File: config.mk
export PLATFORM = sky130hd
export DESIGN_NAME = l3eq_regs
export DESIGN_NICKNAME = d
export VERILOG_FILES = /design/src/l3eq_pkg.sv /design/src/l3eq_reg_if.sv /design/src/l3eq_store.sv /design/src/l3eq_regs.sv
export VERILOG_INCLUDE_DIRS = /design/src
export SDC_FILE = /design/constraint.sdc
export NUM_CORES = 1
export LEC_CHECK = 0
export BUFFER_PORTS_ARGS = -buffer_cell sky130_fd_sc_hd__buf_4
export CAP_MARGIN = 25
export CORE_ASPECT_RATIO = 0.8
export CORE_MARGIN = 2
export CORE_UTILIZATION = 50
export DETAILED_ROUTE_END_ITERATION = 12
export PLACE_DENSITY = 0.8
export SYNTH_ARGS = -nofsm -noshare
export SYNTH_HDL_FRONTEND = slang
export SYNTH_SLANG_ARGS = --single-unit
File: constraint.sdc
create_clock -name core_clk -period 1.6 [get_ports core_clk]
set_input_delay 0.08 -clock core_clk [delete_from_list [all_inputs] [get_ports core_clk]]
set_output_delay 0.08 -clock core_clk [all_outputs]
set_load 0.005 [all_outputs]
File: src/l3eq_consts.svh
// Purpose: offsets, field positions, masks and reset values of the lane 3 register pair
// Assumes: included by its bare name wherever the constants are needed
// Notes: definitions only
`ifndef L3EQ_CONSTS_SVH
`define L3EQ_CONSTS_SVH

// ============================================================
// register offsets
`define L3EQ_CTRL_ADDR 8'h0B
`define L3EQ_ENBL_ADDR 8'h0C

// ============================================================
// reset values and write masks
`define L3EQ_CTRL_RESET 8'h00
`define L3EQ_ENBL_RESET 8'h00
`define L3EQ_CTRL_WMASK 8'hFF
`define L3EQ_ENBL_WMASK 8'h07
`define L3EQ_UNMAPPED_DATA 8'h00

// ============================================================
// control register field positions
`define L3EQ_SPARE_BIT 7
`define L3EQ_EQ_LEVEL_HI 6
`define L3EQ_EQ_LEVEL_LO 4
`define L3EQ_DC_BOOST_BIT 3
`define L3EQ_EQ_DC_LEVEL_BIT 2
`define L3EQ_GAIN_HI 1
`define L3EQ_GAIN_LO 0

// ============================================================
// enable register field positions
`define L3EQ_PEAK_BIT 2
`define L3EQ_EQ_OFF_BIT 1
`define L3EQ_DRV_OFF_BIT 0
`define L3EQ_ENBL_RO_HI 7
`define L3EQ_ENBL_RO_LO 3

`endif

File: src/l3eq_pkg.sv
// Purpose: types shared by the lane 3 register modules
// Assumes: field layout matches the constants header
// Notes: packed structs overlay the stored bytes bit for bit
package l3eq_pkg;

	// ============================================================
	// control register layout
	typedef struct packed {
		logic spare_bit;
		logic [2:0] eq_level_code;
		logic output_dc_boost;
		logic equalizer_dc_level;
		logic [1:0] input_gain_code;
	} l3eq_ctrl_t;

	// ============================================================
	// enable register layout
	typedef struct packed {
		logic [4:0] zero_bits;
		logic output_ac_peaking;
		logic equalizer_stage_off;
		logic output_stage_off;
	} l3eq_enbl_t;

endpackage : l3eq_pkg

File: src/l3eq_reg_if.sv
// Purpose: write strobes and stored values between bus decode and storage
// Assumes: single clock domain
// Notes: store modport owns the stored bytes
`timescale 1ns/1ps
`default_nettype none

interface l3eq_reg_if;
	logic wr_ctrl;
	logic wr_enbl;
	logic [7:0] wdata;
	l3eq_pkg::l3eq_ctrl_t ctrl;
	l3eq_pkg::l3eq_enbl_t enbl;

	modport store (input wr_ctrl, input wr_enbl, input wdata, output ctrl, output enbl);
	modport user (output wr_ctrl, output wr_enbl, output wdata, input ctrl, input enbl);
endinterface : l3eq_reg_if

`default_nettype wire

File: src/l3eq_store.sv
// Purpose: storage of the lane 3 control and enable bytes
// Assumes: write strobes are one-cycle pulses on core_clk
// Notes: read-only enable bits are masked off on write
`timescale 1ns/1ps
`default_nettype none
`include "l3eq_consts.svh"

module l3eq_store (
	// clock and reset
	input wire logic core_clk,
	input wire logic nrst,
	// register traffic
	l3eq_reg_if.store regs
);

	// ============================================================
	// control byte, every bit writable
	always_ff @(posedge core_clk or negedge nrst) begin
		if (!nrst) begin
			regs.ctrl <= `L3EQ_CTRL_RESET;
		end else if (regs.wr_ctrl) begin
			regs.ctrl <= regs.wdata & `L3EQ_CTRL_WMASK;
		end
	end

	// ============================================================
	// enable byte, upper bits held at zero
	always_ff @(posedge core_clk or negedge nrst) begin
		if (!nrst) begin
			regs.enbl <= `L3EQ_ENBL_RESET;
		end else if (regs.wr_enbl) begin
			regs.enbl <= regs.wdata & `L3EQ_ENBL_WMASK;
		end
	end

endmodule : l3eq_store

`default_nettype wire

File: src/l3eq_regs.sv
// Purpose: lane 3 equalizer configuration registers behind the serial register port
// Assumes: the serial front end presents one-cycle read and write strobes on core_clk
// Notes: read data appear one cycle after the read strobe; field outputs lag storage by one cycle
`timescale 1ns/1ps
`default_nettype none
`include "l3eq_consts.svh"

// Functional notes
// - A 3-bit equalization level sits in control bits 6..4, 000 weakest and 111 strongest.
// - Control bit 3 selects output DC boost, 0 for 0 dB and 1 for 6 dB.
// - Control bit 2 selects the equalizer DC level, 0 for -6 dB and 1 for 0 dB.
// - Control bits 1..0 stand in for the input gain strap: 00 low, 01 middle, 11 high.
// - Enable bit 2 turns on 6 dB output AC peaking when set.
// - Enable bit 1 set disables the equalizer stage, clear keeps it on.
// - Enable bit 0 set disables the output driver stage, clear keeps it on.
// - Both registers reset to zero, enable bits 7..3 read zero, control bit 7 is a spare store.
module l3eq_regs (
	// clock and reset
	input wire logic core_clk,
	input wire logic nrst,
	// register port from the serial front end
	input wire logic [7:0] reg_addr,
	input wire logic reg_wr_en,
	input wire logic [7:0] reg_wdata,
	input wire logic reg_rd_en,
	output logic [7:0] reg_rdata,
	output logic reg_rd_valid,
	// lane 3 analog controls
	output logic [2:0] eq_level_code,
	output logic output_dc_boost,
	output logic equalizer_dc_level,
	output logic [1:0] input_gain_code,
	output logic output_ac_peaking,
	output logic equalizer_stage_off,
	output logic output_stage_off
);

	// ============================================================
	// address decode and storage
	l3eq_reg_if regs ();

	logic hit_ctrl;
	logic hit_enbl;
	logic [7:0] rdata_next;

	assign hit_ctrl = (reg_addr == `L3EQ_CTRL_ADDR);
	assign hit_enbl = (reg_addr == `L3EQ_ENBL_ADDR);
	assign regs.wr_ctrl = reg_wr_en && hit_ctrl;
	assign regs.wr_enbl = reg_wr_en && hit_enbl;
	assign regs.wdata = reg_wdata;

	l3eq_store u_store (
		.core_clk(core_clk),
		.nrst(nrst),
		.regs(regs)
	);

	// ============================================================
	// readback mux, unmapped reads zero
	always_comb begin
		rdata_next = `L3EQ_UNMAPPED_DATA;
		if (hit_ctrl) begin
			rdata_next = regs.ctrl;
		end else if (hit_enbl) begin
			rdata_next = regs.enbl;
		end
	end

	// read data register
	always_ff @(posedge core_clk or negedge nrst) begin
		if (!nrst) begin
			reg_rdata <= 8'h00;
			reg_rd_valid <= 1'b0;
		end else begin
			reg_rd_valid <= reg_rd_en;
			if (reg_rd_en) begin
				reg_rdata <= rdata_next;
			end
		end
	end

	// ============================================================
	// control field outputs
	always_ff @(posedge core_clk or negedge nrst) begin
		if (!nrst) begin
			eq_level_code <= 3'h0;
			output_dc_boost <= 1'b0;
			equalizer_dc_level <= 1'b0;
			input_gain_code <= 2'h0;
		end else begin
			eq_level_code <= regs.ctrl.eq_level_code;
			output_dc_boost <= regs.ctrl.output_dc_boost;
			equalizer_dc_level <= regs.ctrl.equalizer_dc_level;
			input_gain_code <= regs.ctrl.input_gain_code;
		end
	end

	// enable field outputs
	always_ff @(posedge core_clk or negedge nrst) begin
		if (!nrst) begin
			output_ac_peaking <= 1'b0;
			equalizer_stage_off <= 1'b0;
			output_stage_off <= 1'b0;
		end else begin
			output_ac_peaking <= regs.enbl.output_ac_peaking;
			equalizer_stage_off <= regs.enbl.equalizer_stage_off;
			output_stage_off <= regs.enbl.output_stage_off;
		end
	end

	// ============================================================
	// checks on the stored fields and their outputs
	a_eq_level_follow: assert property (@(posedge core_clk) disable iff (!nrst)
		regs.wr_ctrl |-> ##2 (eq_level_code == $past(reg_wdata[6:4], 2)))
		else $error("equalization level did not follow control write");

	a_dc_boost_follow: assert property (@(posedge core_clk) disable iff (!nrst)
		regs.wr_ctrl ##1 !regs.wr_ctrl |-> ##1 (output_dc_boost == $past(reg_wdata[3], 2)))
		else $error("dc boost did not follow control write");

	a_dc_level_follow: assert property (@(posedge core_clk) disable iff (!nrst)
		(regs.wr_ctrl && reg_wdata[2]) |-> ##2 equalizer_dc_level)
		else $error("equalizer dc level not set by control write");

	a_gain_code_follow: assert property (@(posedge core_clk) disable iff (!nrst)
		regs.wr_ctrl |-> ##2 (input_gain_code == $past(reg_wdata[1:0], 2)))
		else $error("gain code did not follow control write");

	a_peaking_follow: assert property (@(posedge core_clk) disable iff (!nrst)
		(regs.wr_enbl && !reg_wdata[2]) |-> ##2 !output_ac_peaking)
		else $error("ac peaking not cleared by enable write");

	a_eq_off_follow: assert property (@(posedge core_clk) disable iff (!nrst)
		regs.wr_enbl |-> ##2 (equalizer_stage_off == $past(reg_wdata[1], 2)))
		else $error("equalizer stage off did not follow enable write");

	a_drv_off_hold: assert property (@(posedge core_clk) disable iff (!nrst)
		(!regs.wr_enbl [*3]) |-> $stable(output_stage_off))
		else $error("driver stage off changed without a write");

	a_enbl_upper_zero: assert property (@(posedge core_clk) disable iff (!nrst)
		(reg_rd_en && hit_enbl) |=> (reg_rd_valid && reg_rdata[7:3] == 5'h00))
		else $error("enable register upper bits read nonzero");

	a_ctrl_readback: assert property (@(posedge core_clk) disable iff (!nrst)
		(reg_wr_en && hit_ctrl) ##1 (reg_rd_en && hit_ctrl && !reg_wr_en)
		|=> (reg_rdata == $past(reg_wdata, 2)))
		else $error("control readback differs from written byte");

	// ============================================================
	// complementary field checks and read port behaviour
	// dc level clears
	a_dc_level_clear: assert property (@(posedge core_clk) disable iff (!nrst)
		(regs.wr_ctrl && !reg_wdata[2]) |-> ##2 !equalizer_dc_level)
		else $error("equalizer dc level not cleared by control write");

	a_peaking_set: assert property (@(posedge core_clk) disable iff (!nrst)
		(regs.wr_enbl && reg_wdata[2]) |-> ##2 output_ac_peaking)
		else $error("ac peaking not set by enable write");

	a_drv_off_follow: assert property (@(posedge core_clk) disable iff (!nrst)
		regs.wr_enbl |-> ##2 (output_stage_off == $past(reg_wdata[0], 2)))
		else $error("driver stage off did not follow enable write");

	a_spare_bit_store: assert property (@(posedge core_clk) disable iff (!nrst)
		regs.wr_ctrl |=> (regs.ctrl.spare_bit == $past(reg_wdata[7])))
		else $error("control spare bit not stored");

	a_enbl_zero_store: assert property (@(posedge core_clk) disable iff (!nrst)
		(regs.enbl.zero_bits == 5'h00))
		else $error("enable register upper bits stored nonzero");

	a_ctrl_gap_readback: assert property (@(posedge core_clk) disable iff (!nrst)
		(reg_wr_en && hit_ctrl) ##1 !reg_wr_en ##1 (reg_rd_en && hit_ctrl && !reg_wr_en)
		|=> (reg_rdata == $past(reg_wdata, 3)))
		else $error("control readback after gap differs from written byte");

	a_enbl_gap_readback: assert property (@(posedge core_clk) disable iff (!nrst)
		(reg_wr_en && hit_enbl) ##1 !reg_wr_en ##1 (reg_rd_en && hit_enbl && !reg_wr_en)
		|=> (reg_rdata == {5'h00, $past(reg_wdata[2:0], 3)}))
		else $error("enable readback differs from written bits");

	a_rd_valid_pulse: assert property (@(posedge core_clk) disable iff (!nrst)
		reg_rd_en |=> reg_rd_valid)
		else $error("read valid missing after read strobe");

	a_rd_valid_idle: assert property (@(posedge core_clk) disable iff (!nrst)
		!reg_rd_en |=> !reg_rd_valid)
		else $error("read valid high without read strobe");

	a_rdata_hold: assert property (@(posedge core_clk) disable iff (!nrst)
		!reg_rd_en |=> $stable(reg_rdata))
		else $error("read data changed without read strobe");

	a_unmapped_rd_zero: assert property (@(posedge core_clk) disable iff (!nrst)
		(reg_rd_en && !hit_ctrl && !hit_enbl) |=> (reg_rdata == `L3EQ_UNMAPPED_DATA))
		else $error("unmapped read returned nonzero data");

	a_unmapped_wr_keep: assert property (@(posedge core_clk) disable iff (!nrst)
		(reg_wr_en && !hit_ctrl && !hit_enbl) |=> ($stable(regs.ctrl) && $stable(regs.enbl)))
		else $error("unmapped write changed a stored byte");

endmodule : l3eq_regs

`default_nettype wire

==> out/metrics.cfg, run 1 <==
[grt]
grt_pass1_wl_mm=3.22
grt_overflow=0
grt_start_max_net_pins=31
grt_usage=0.179
grt_pass1_vias=673
antenna_found_initial=0

[floorplanning]
start_util=0.518
core_area_mm2=0.00210
ios=39
die_h_um=45.7
die-area_mm2=0.00257
rows=15
die_x_um=56.2

[timing]
finalCriticalPeriod_ns=1.17
max-slew-margin-rel=0.758
post-route-period-util=0.734
setup_viol=0
slew_viol_final=0
fin_tns_setup_ns=0
fmax_mhz=852
hold_violations=0
timing.final.ws_setup_ns=0.426
tightestPinTransition_ns=0.361
fin_skew_ns=0.00311
rsz0062_at_grt=false

[drt]
drt-total-wl_mm=2.08
wl_per_cell_um=14.7
drt_first_iter_violations=11
dr.pass1.iters=4
vias=722
antenna_left=0
remaining_drc_errors=0
routed_via_density=5.12

[logic_synthesis]
syn_inst=61
syn_area_per_cell_um2=17.8
netlist_area_mm2=0.00109
synth_seq_area_share=0.690
synthDistinctLibCells=13
yosys_warnings=0
ys_ff_latch=30
synth_nets=81

[layout]
finish.utilization=0.739
drive_above_1_share=0.543
syn2layout_area_growth_pct=42.8
finalNonFillerCells=141
final_area_mm2=0.00155
nets=135
diodes=0

[placed_design]
gp_congestion=0.705
dpl.hpwl_mm=1.42
io_buffers=38
dp_cells=123
postPlaceCellArea_mm2=0.00139
pre_cts_ws_ns=0.353

[setup_path]
reg2regPathDepth=2
critical_path_peak_fanout=8
cp.arrival_ns=1.38
crit_required_ns=1.81
rrSetupSlack_ns=0.72
critPathLaunchType=primary input
critical_path_class=primary input to flip-flop
endpoint_kind=flip-flop

[flow_run]
drv_cap=0

[cts]
post_cts_buffers=0
cts_tree=yes
clockBufferDepth=2
numCtsBuffers=5
clock-sinks=30
postCtsResizedCells=0
clk-insertion-delay-late_ns=0.32
h-tree-depth=2
path_clk_slew_ns=0.09
root_buffer=clkbuf_4
cts_hold_buf=10

[power_and_ir_drop]
ir_drop_v=0.000744
p_leak_nw=0.821
power_density_mw_per_mm2=886

[min_path]
whs_path_depth=3
hp-class=primary input to flip-flop

[run_status]
outcome=complete, no violations

## stage by stage
step	hold slack, ns	power [W]
final	0.172	0.00138
after CTS	0.161	0.00139
after floorplan	-0.216	0.000833
after detailed placement	0.0191	0.000919
after global routing	0.163	0.00144
after global placement	0.0135	0.000915
## cell families after synthesis
kind of cell,synth area share
mux,0.114
flops,0.690
buf+inv,0.0138
compound gates,0.0678
simple gates,0.115
## cell usage after synthesis
master / instances / area, um^2
nand3_2: 1 / 10.0
nor4b_2: 1 / 15.0
a22o_1: 5 / 43.8
mux2_2: 11 / 124
buf_6: 1 / 11.3
and3_2: 2 / 15.0
nor4b_4: 1 / 23.8
nor2b_1: 3 / 18.8
nand3_4: 1 / 17.5
dfrtp_1: 30 / 751
inv_1: 1 / 3.75
nor4bb_4: 1 / 25.0
a221o_1: 3 / 30.0
## final timing paths
kind,endpoint,from
max reg2reg,reg_rdata[0],reg_rdata[0]
min in group asynchronous,eq_level_code[1],nrst
max in group asynchronous,u_store.regs.enbl[2],nrst
min,u_store.regs.enbl[0],reg_wr_en
min reg2reg,input_gain_code[0],u_store.regs.ctrl[0]
max,reg_rdata[0],reg_rd_en
## cell usage in the layout, fill, tap and decap left out
cell type,Yosys,final
buf_4,0,38
dfrtp_1,30,30
mux2_2,11,11
dlygate4sd3_1,0,10
a22o_1,5,5
clkbuf_4,0,5
nor2b_1,3,3
a221o_1,3,3
and3_2,2,2
inv_1,1,1
nor4b_4,1,1
nor4bb_4,1,1
nor4b_2,1,1
nand3_4,1,1
nand3_2,1,1
clkbuf_1,0,1
clkbuf_8,0,1
clkinv_2,0,1
## sequential cells by signal (all words and copies together), names as in the netlist, 2 cells and up
name and count:
eq_level_code 3, reg_rdata 8, input_gain_code 2, u_store.regs.enbl 3
u_store.regs.ctrl 8
## worst max-delay path, stage by stage
cell,delay (ns)
dlygate4sd3_1,0.54
buf_4,0.16
and3_2,0.24
a221o_1,0.36
## per-layer routing
metal / GRT usage / routed length, um
met2: 0.287 / 1090
met3: 0.0540 / 87
met1: 0.217 / 875
met5: 0 / 0
met4: 0.114 / 22
## power breakdown
part           leakage (nW)  internal (W)  total (W)  switching (W)
Sequential            0.413      0.000784   0.000797      0.0000136
Clock                0.0353      0.000213   0.000456       0.000243
Combinational         0.372     0.0000778   0.000125      0.0000469
Total                 0.821       0.00107    0.00138       0.000303
## final cells by class
class,instances,area (um^2)
multi-input cells,29,323
clock buffers,7,55.1
flip-flops and latches,30,751
well taps,25,31.3
clock inverters,1,5.00
inverters,1,3.75
fillers,158,548
repair buffers,48,385
(Power assumes the default switching activity.)
==> inputs of run 2 (changes only) <==
--- a/config.mk
+++ b/config.mk
@@ -10,9 +10,9 @@
 export CAP_MARGIN = 25
 export CORE_ASPECT_RATIO = 0.8
 export CORE_MARGIN = 2
-export CORE_UTILIZATION = 50
+export CORE_UTILIZATION = 43
 export DETAILED_ROUTE_END_ITERATION = 12
-export PLACE_DENSITY = 0.8
+export PLACE_DENSITY = 0.73
 export SYNTH_ARGS = -nofsm -noshare
 export SYNTH_HDL_FRONTEND = slang
 export SYNTH_SLANG_ARGS = --single-unit
==> constraint.sdc (replaced) <==
create_clock -name core_clk -period 1 [get_ports core_clk]
set_input_delay 0.05 -clock core_clk [delete_from_list [all_inputs] [get_ports core_clk]]
set_output_delay 0.05 -clock core_clk [all_outputs]
set_load 0.005 [all_outputs]
==> run 2 against run 1 <==
  * Flip-flop and latch count did not move
  * Sequential share of layout area hardly changed
  * Die area grew 15%
  * Total power grew 53%
  * Routed wire length decreased by 2.3%
  * Sequential power grew 61%
  * Final area hardly changed
  * Cell count up 7.1%
  * Setup slack worse by 0.33 ns
  * Critical path type is now flip-flop to output port
  * Highest routed layer unchanged
==> out/metrics.cfg, run 2 (synthesis gave the netlist of run 1 again) <==
[layout]
most-common-layout-cells=buf_4 (38), dfrtp_1 (30), mux2_2 (11)
finish.utilization=0.642
diodes=0
finalNonFillerCells=151
nets=135
reg_top3=reg_rdata: 8 flops, u_store.regs.ctrl: 8 flops
drive_above_1_share=0.548
syn2layout_area_growth_pct=42.9
mostFrequentLayoutCell=buf_4
nFillCells=189

[cts]
path_clk_slew_ns=0.09
postCtsResizedCells=0
root_buffer=clkbuf_4
h-tree-depth=2
cts_hold_buf=10
numCtsBuffers=5
clock-sinks=30
clk-insertion-delay-late_ns=0.32
cts_tree=yes
clockBufferDepth=2
post_cts_buffers=0

[setup_path]
path_delay_family=flip-flops
path_cells=buf_4
critical_path_peak_fanout=2
critPathLaunchType=flip-flop
cp.arrival_ns=0.85
crit_slowest_cell=dfrtp_1
critical_path_class=flip-flop to output port
endpoint_kind=output port
max_stage_delay_ns=0.39
crit_required_ns=0.95
critPathBufInv=1

[timing]
post-route-period-util=0.904
slew_viol_final=0
fmax_mhz=1110
max-slew-margin-rel=0.754
setup_viol=0
finalCriticalPeriod_ns=0.904
tightestPinTransition_ns=0.367
fin_skew_ns=0.00758
hold_violations=0
rsz0062_at_grt=false

[drt]
remaining_drc_errors=0
dr.pass1.iters=2
routed_via_density=4.71
wl_per_cell_um=13.4
antenna_left=0
drt_first_iter_violations=4
drt-total-wl_mm=2.03
vias=711

[floorplanning]
core_area_mm2=0.00242
die-area_mm2=0.00295
rows=16
start_util=0.449
ios=39
die_h_um=49
die_x_um=60.3

[grt]
grt_overflow=0
grt_pass1_vias=733
grt_pass1_wl_mm=3.52
antenna_found_initial=0
grt_usage=0.172
grt_start_max_net_pins=31

[min_path]
hp-class=primary input to flip-flop

[power_and_ir_drop]
power_density_mw_per_mm2=1350
ir_drop_v=0.000706
p_leak_nw=0.816

[run_status]
outcome=complete, no violations

[flow_run]
drv_cap=0

[placed_design]
io_buffers=38
dpl.hpwl_mm=1.39
gp_congestion=0.723
dp_cells=134

==> run 2: changes by cell type in the layout (fill, tap and decap cells not counted), sizes merged <==
| cell | delta |
|---|---|
| clkinv | +1 |
| clkbuf | -2 |
==> run 2: through the flow <==
step                      instance area [um^2]  total power, W  TNS [ns]  setup slack, ns  hold WS (ns)
final                                     1560         0.00211         0           0.0958         0.111
after global routing                      1560         0.00223         0           0.0346         0.108
after detailed placement                  1410         0.00147     -3.54           -0.208       -0.0113
after global placement                    1410         0.00147     -2.97           -0.171       -0.0113
after floorplan                           1090         0.00133         0           0.0102        -0.246
after CTS                                 1560         0.00213         0           0.0811         0.102
==> run 2: area by class of cell <==
cell class | instances | area (um^2) | share of cell area
clock buffer | 5 | 37.5 | 0.0241
clock inverter | 2 | 10.0 | 0.00644
inverter | 1 | 3.75 | 0.00241
multi-input combinational | 29 | 323 | 0.208
sequential | 30 | 751 | 0.483
tap | 36 | 45.0 | 0.0290
timing repair buffer | 48 | 385 | 0.248
==> run 2: routing by layer <==
layer	vias up	track usage	wire, um
met4	0	0.0667	31
met1	350	0.214	872
met2	22	0.252	988
met3	6	0.0902	135
met5	-	0	0
li1	333	-	-
==> run 2: worst paths after layout <==
kind	cells after the start	slack, ns	from	to
worst max-delay path	1	0.1	reg_rdata[7]	reg_rdata[7]
worst min-delay path	3	0.11	reg_rd_en	reg_rdata[1]
worst max register to register	2	0.12	reg_rdata[1]	reg_rdata[1]
worst min register to register	0	0.41	u_store.regs.ctrl[4]	eq_level_code[0]
max in group asynchronous	2	0.55	nrst	eq_level_code[1]
min in group asynchronous	2	0.19	nrst	reg_rdata[7]
==> run 2: where the power goes <==
part           switching (W)  total, W  internal [W]
clock network       0.000380  0.000632      0.000252
registers          0.0000220   0.00128       0.00125
logic              0.0000742  0.000199      0.000124
total               0.000477   0.00211       0.00163
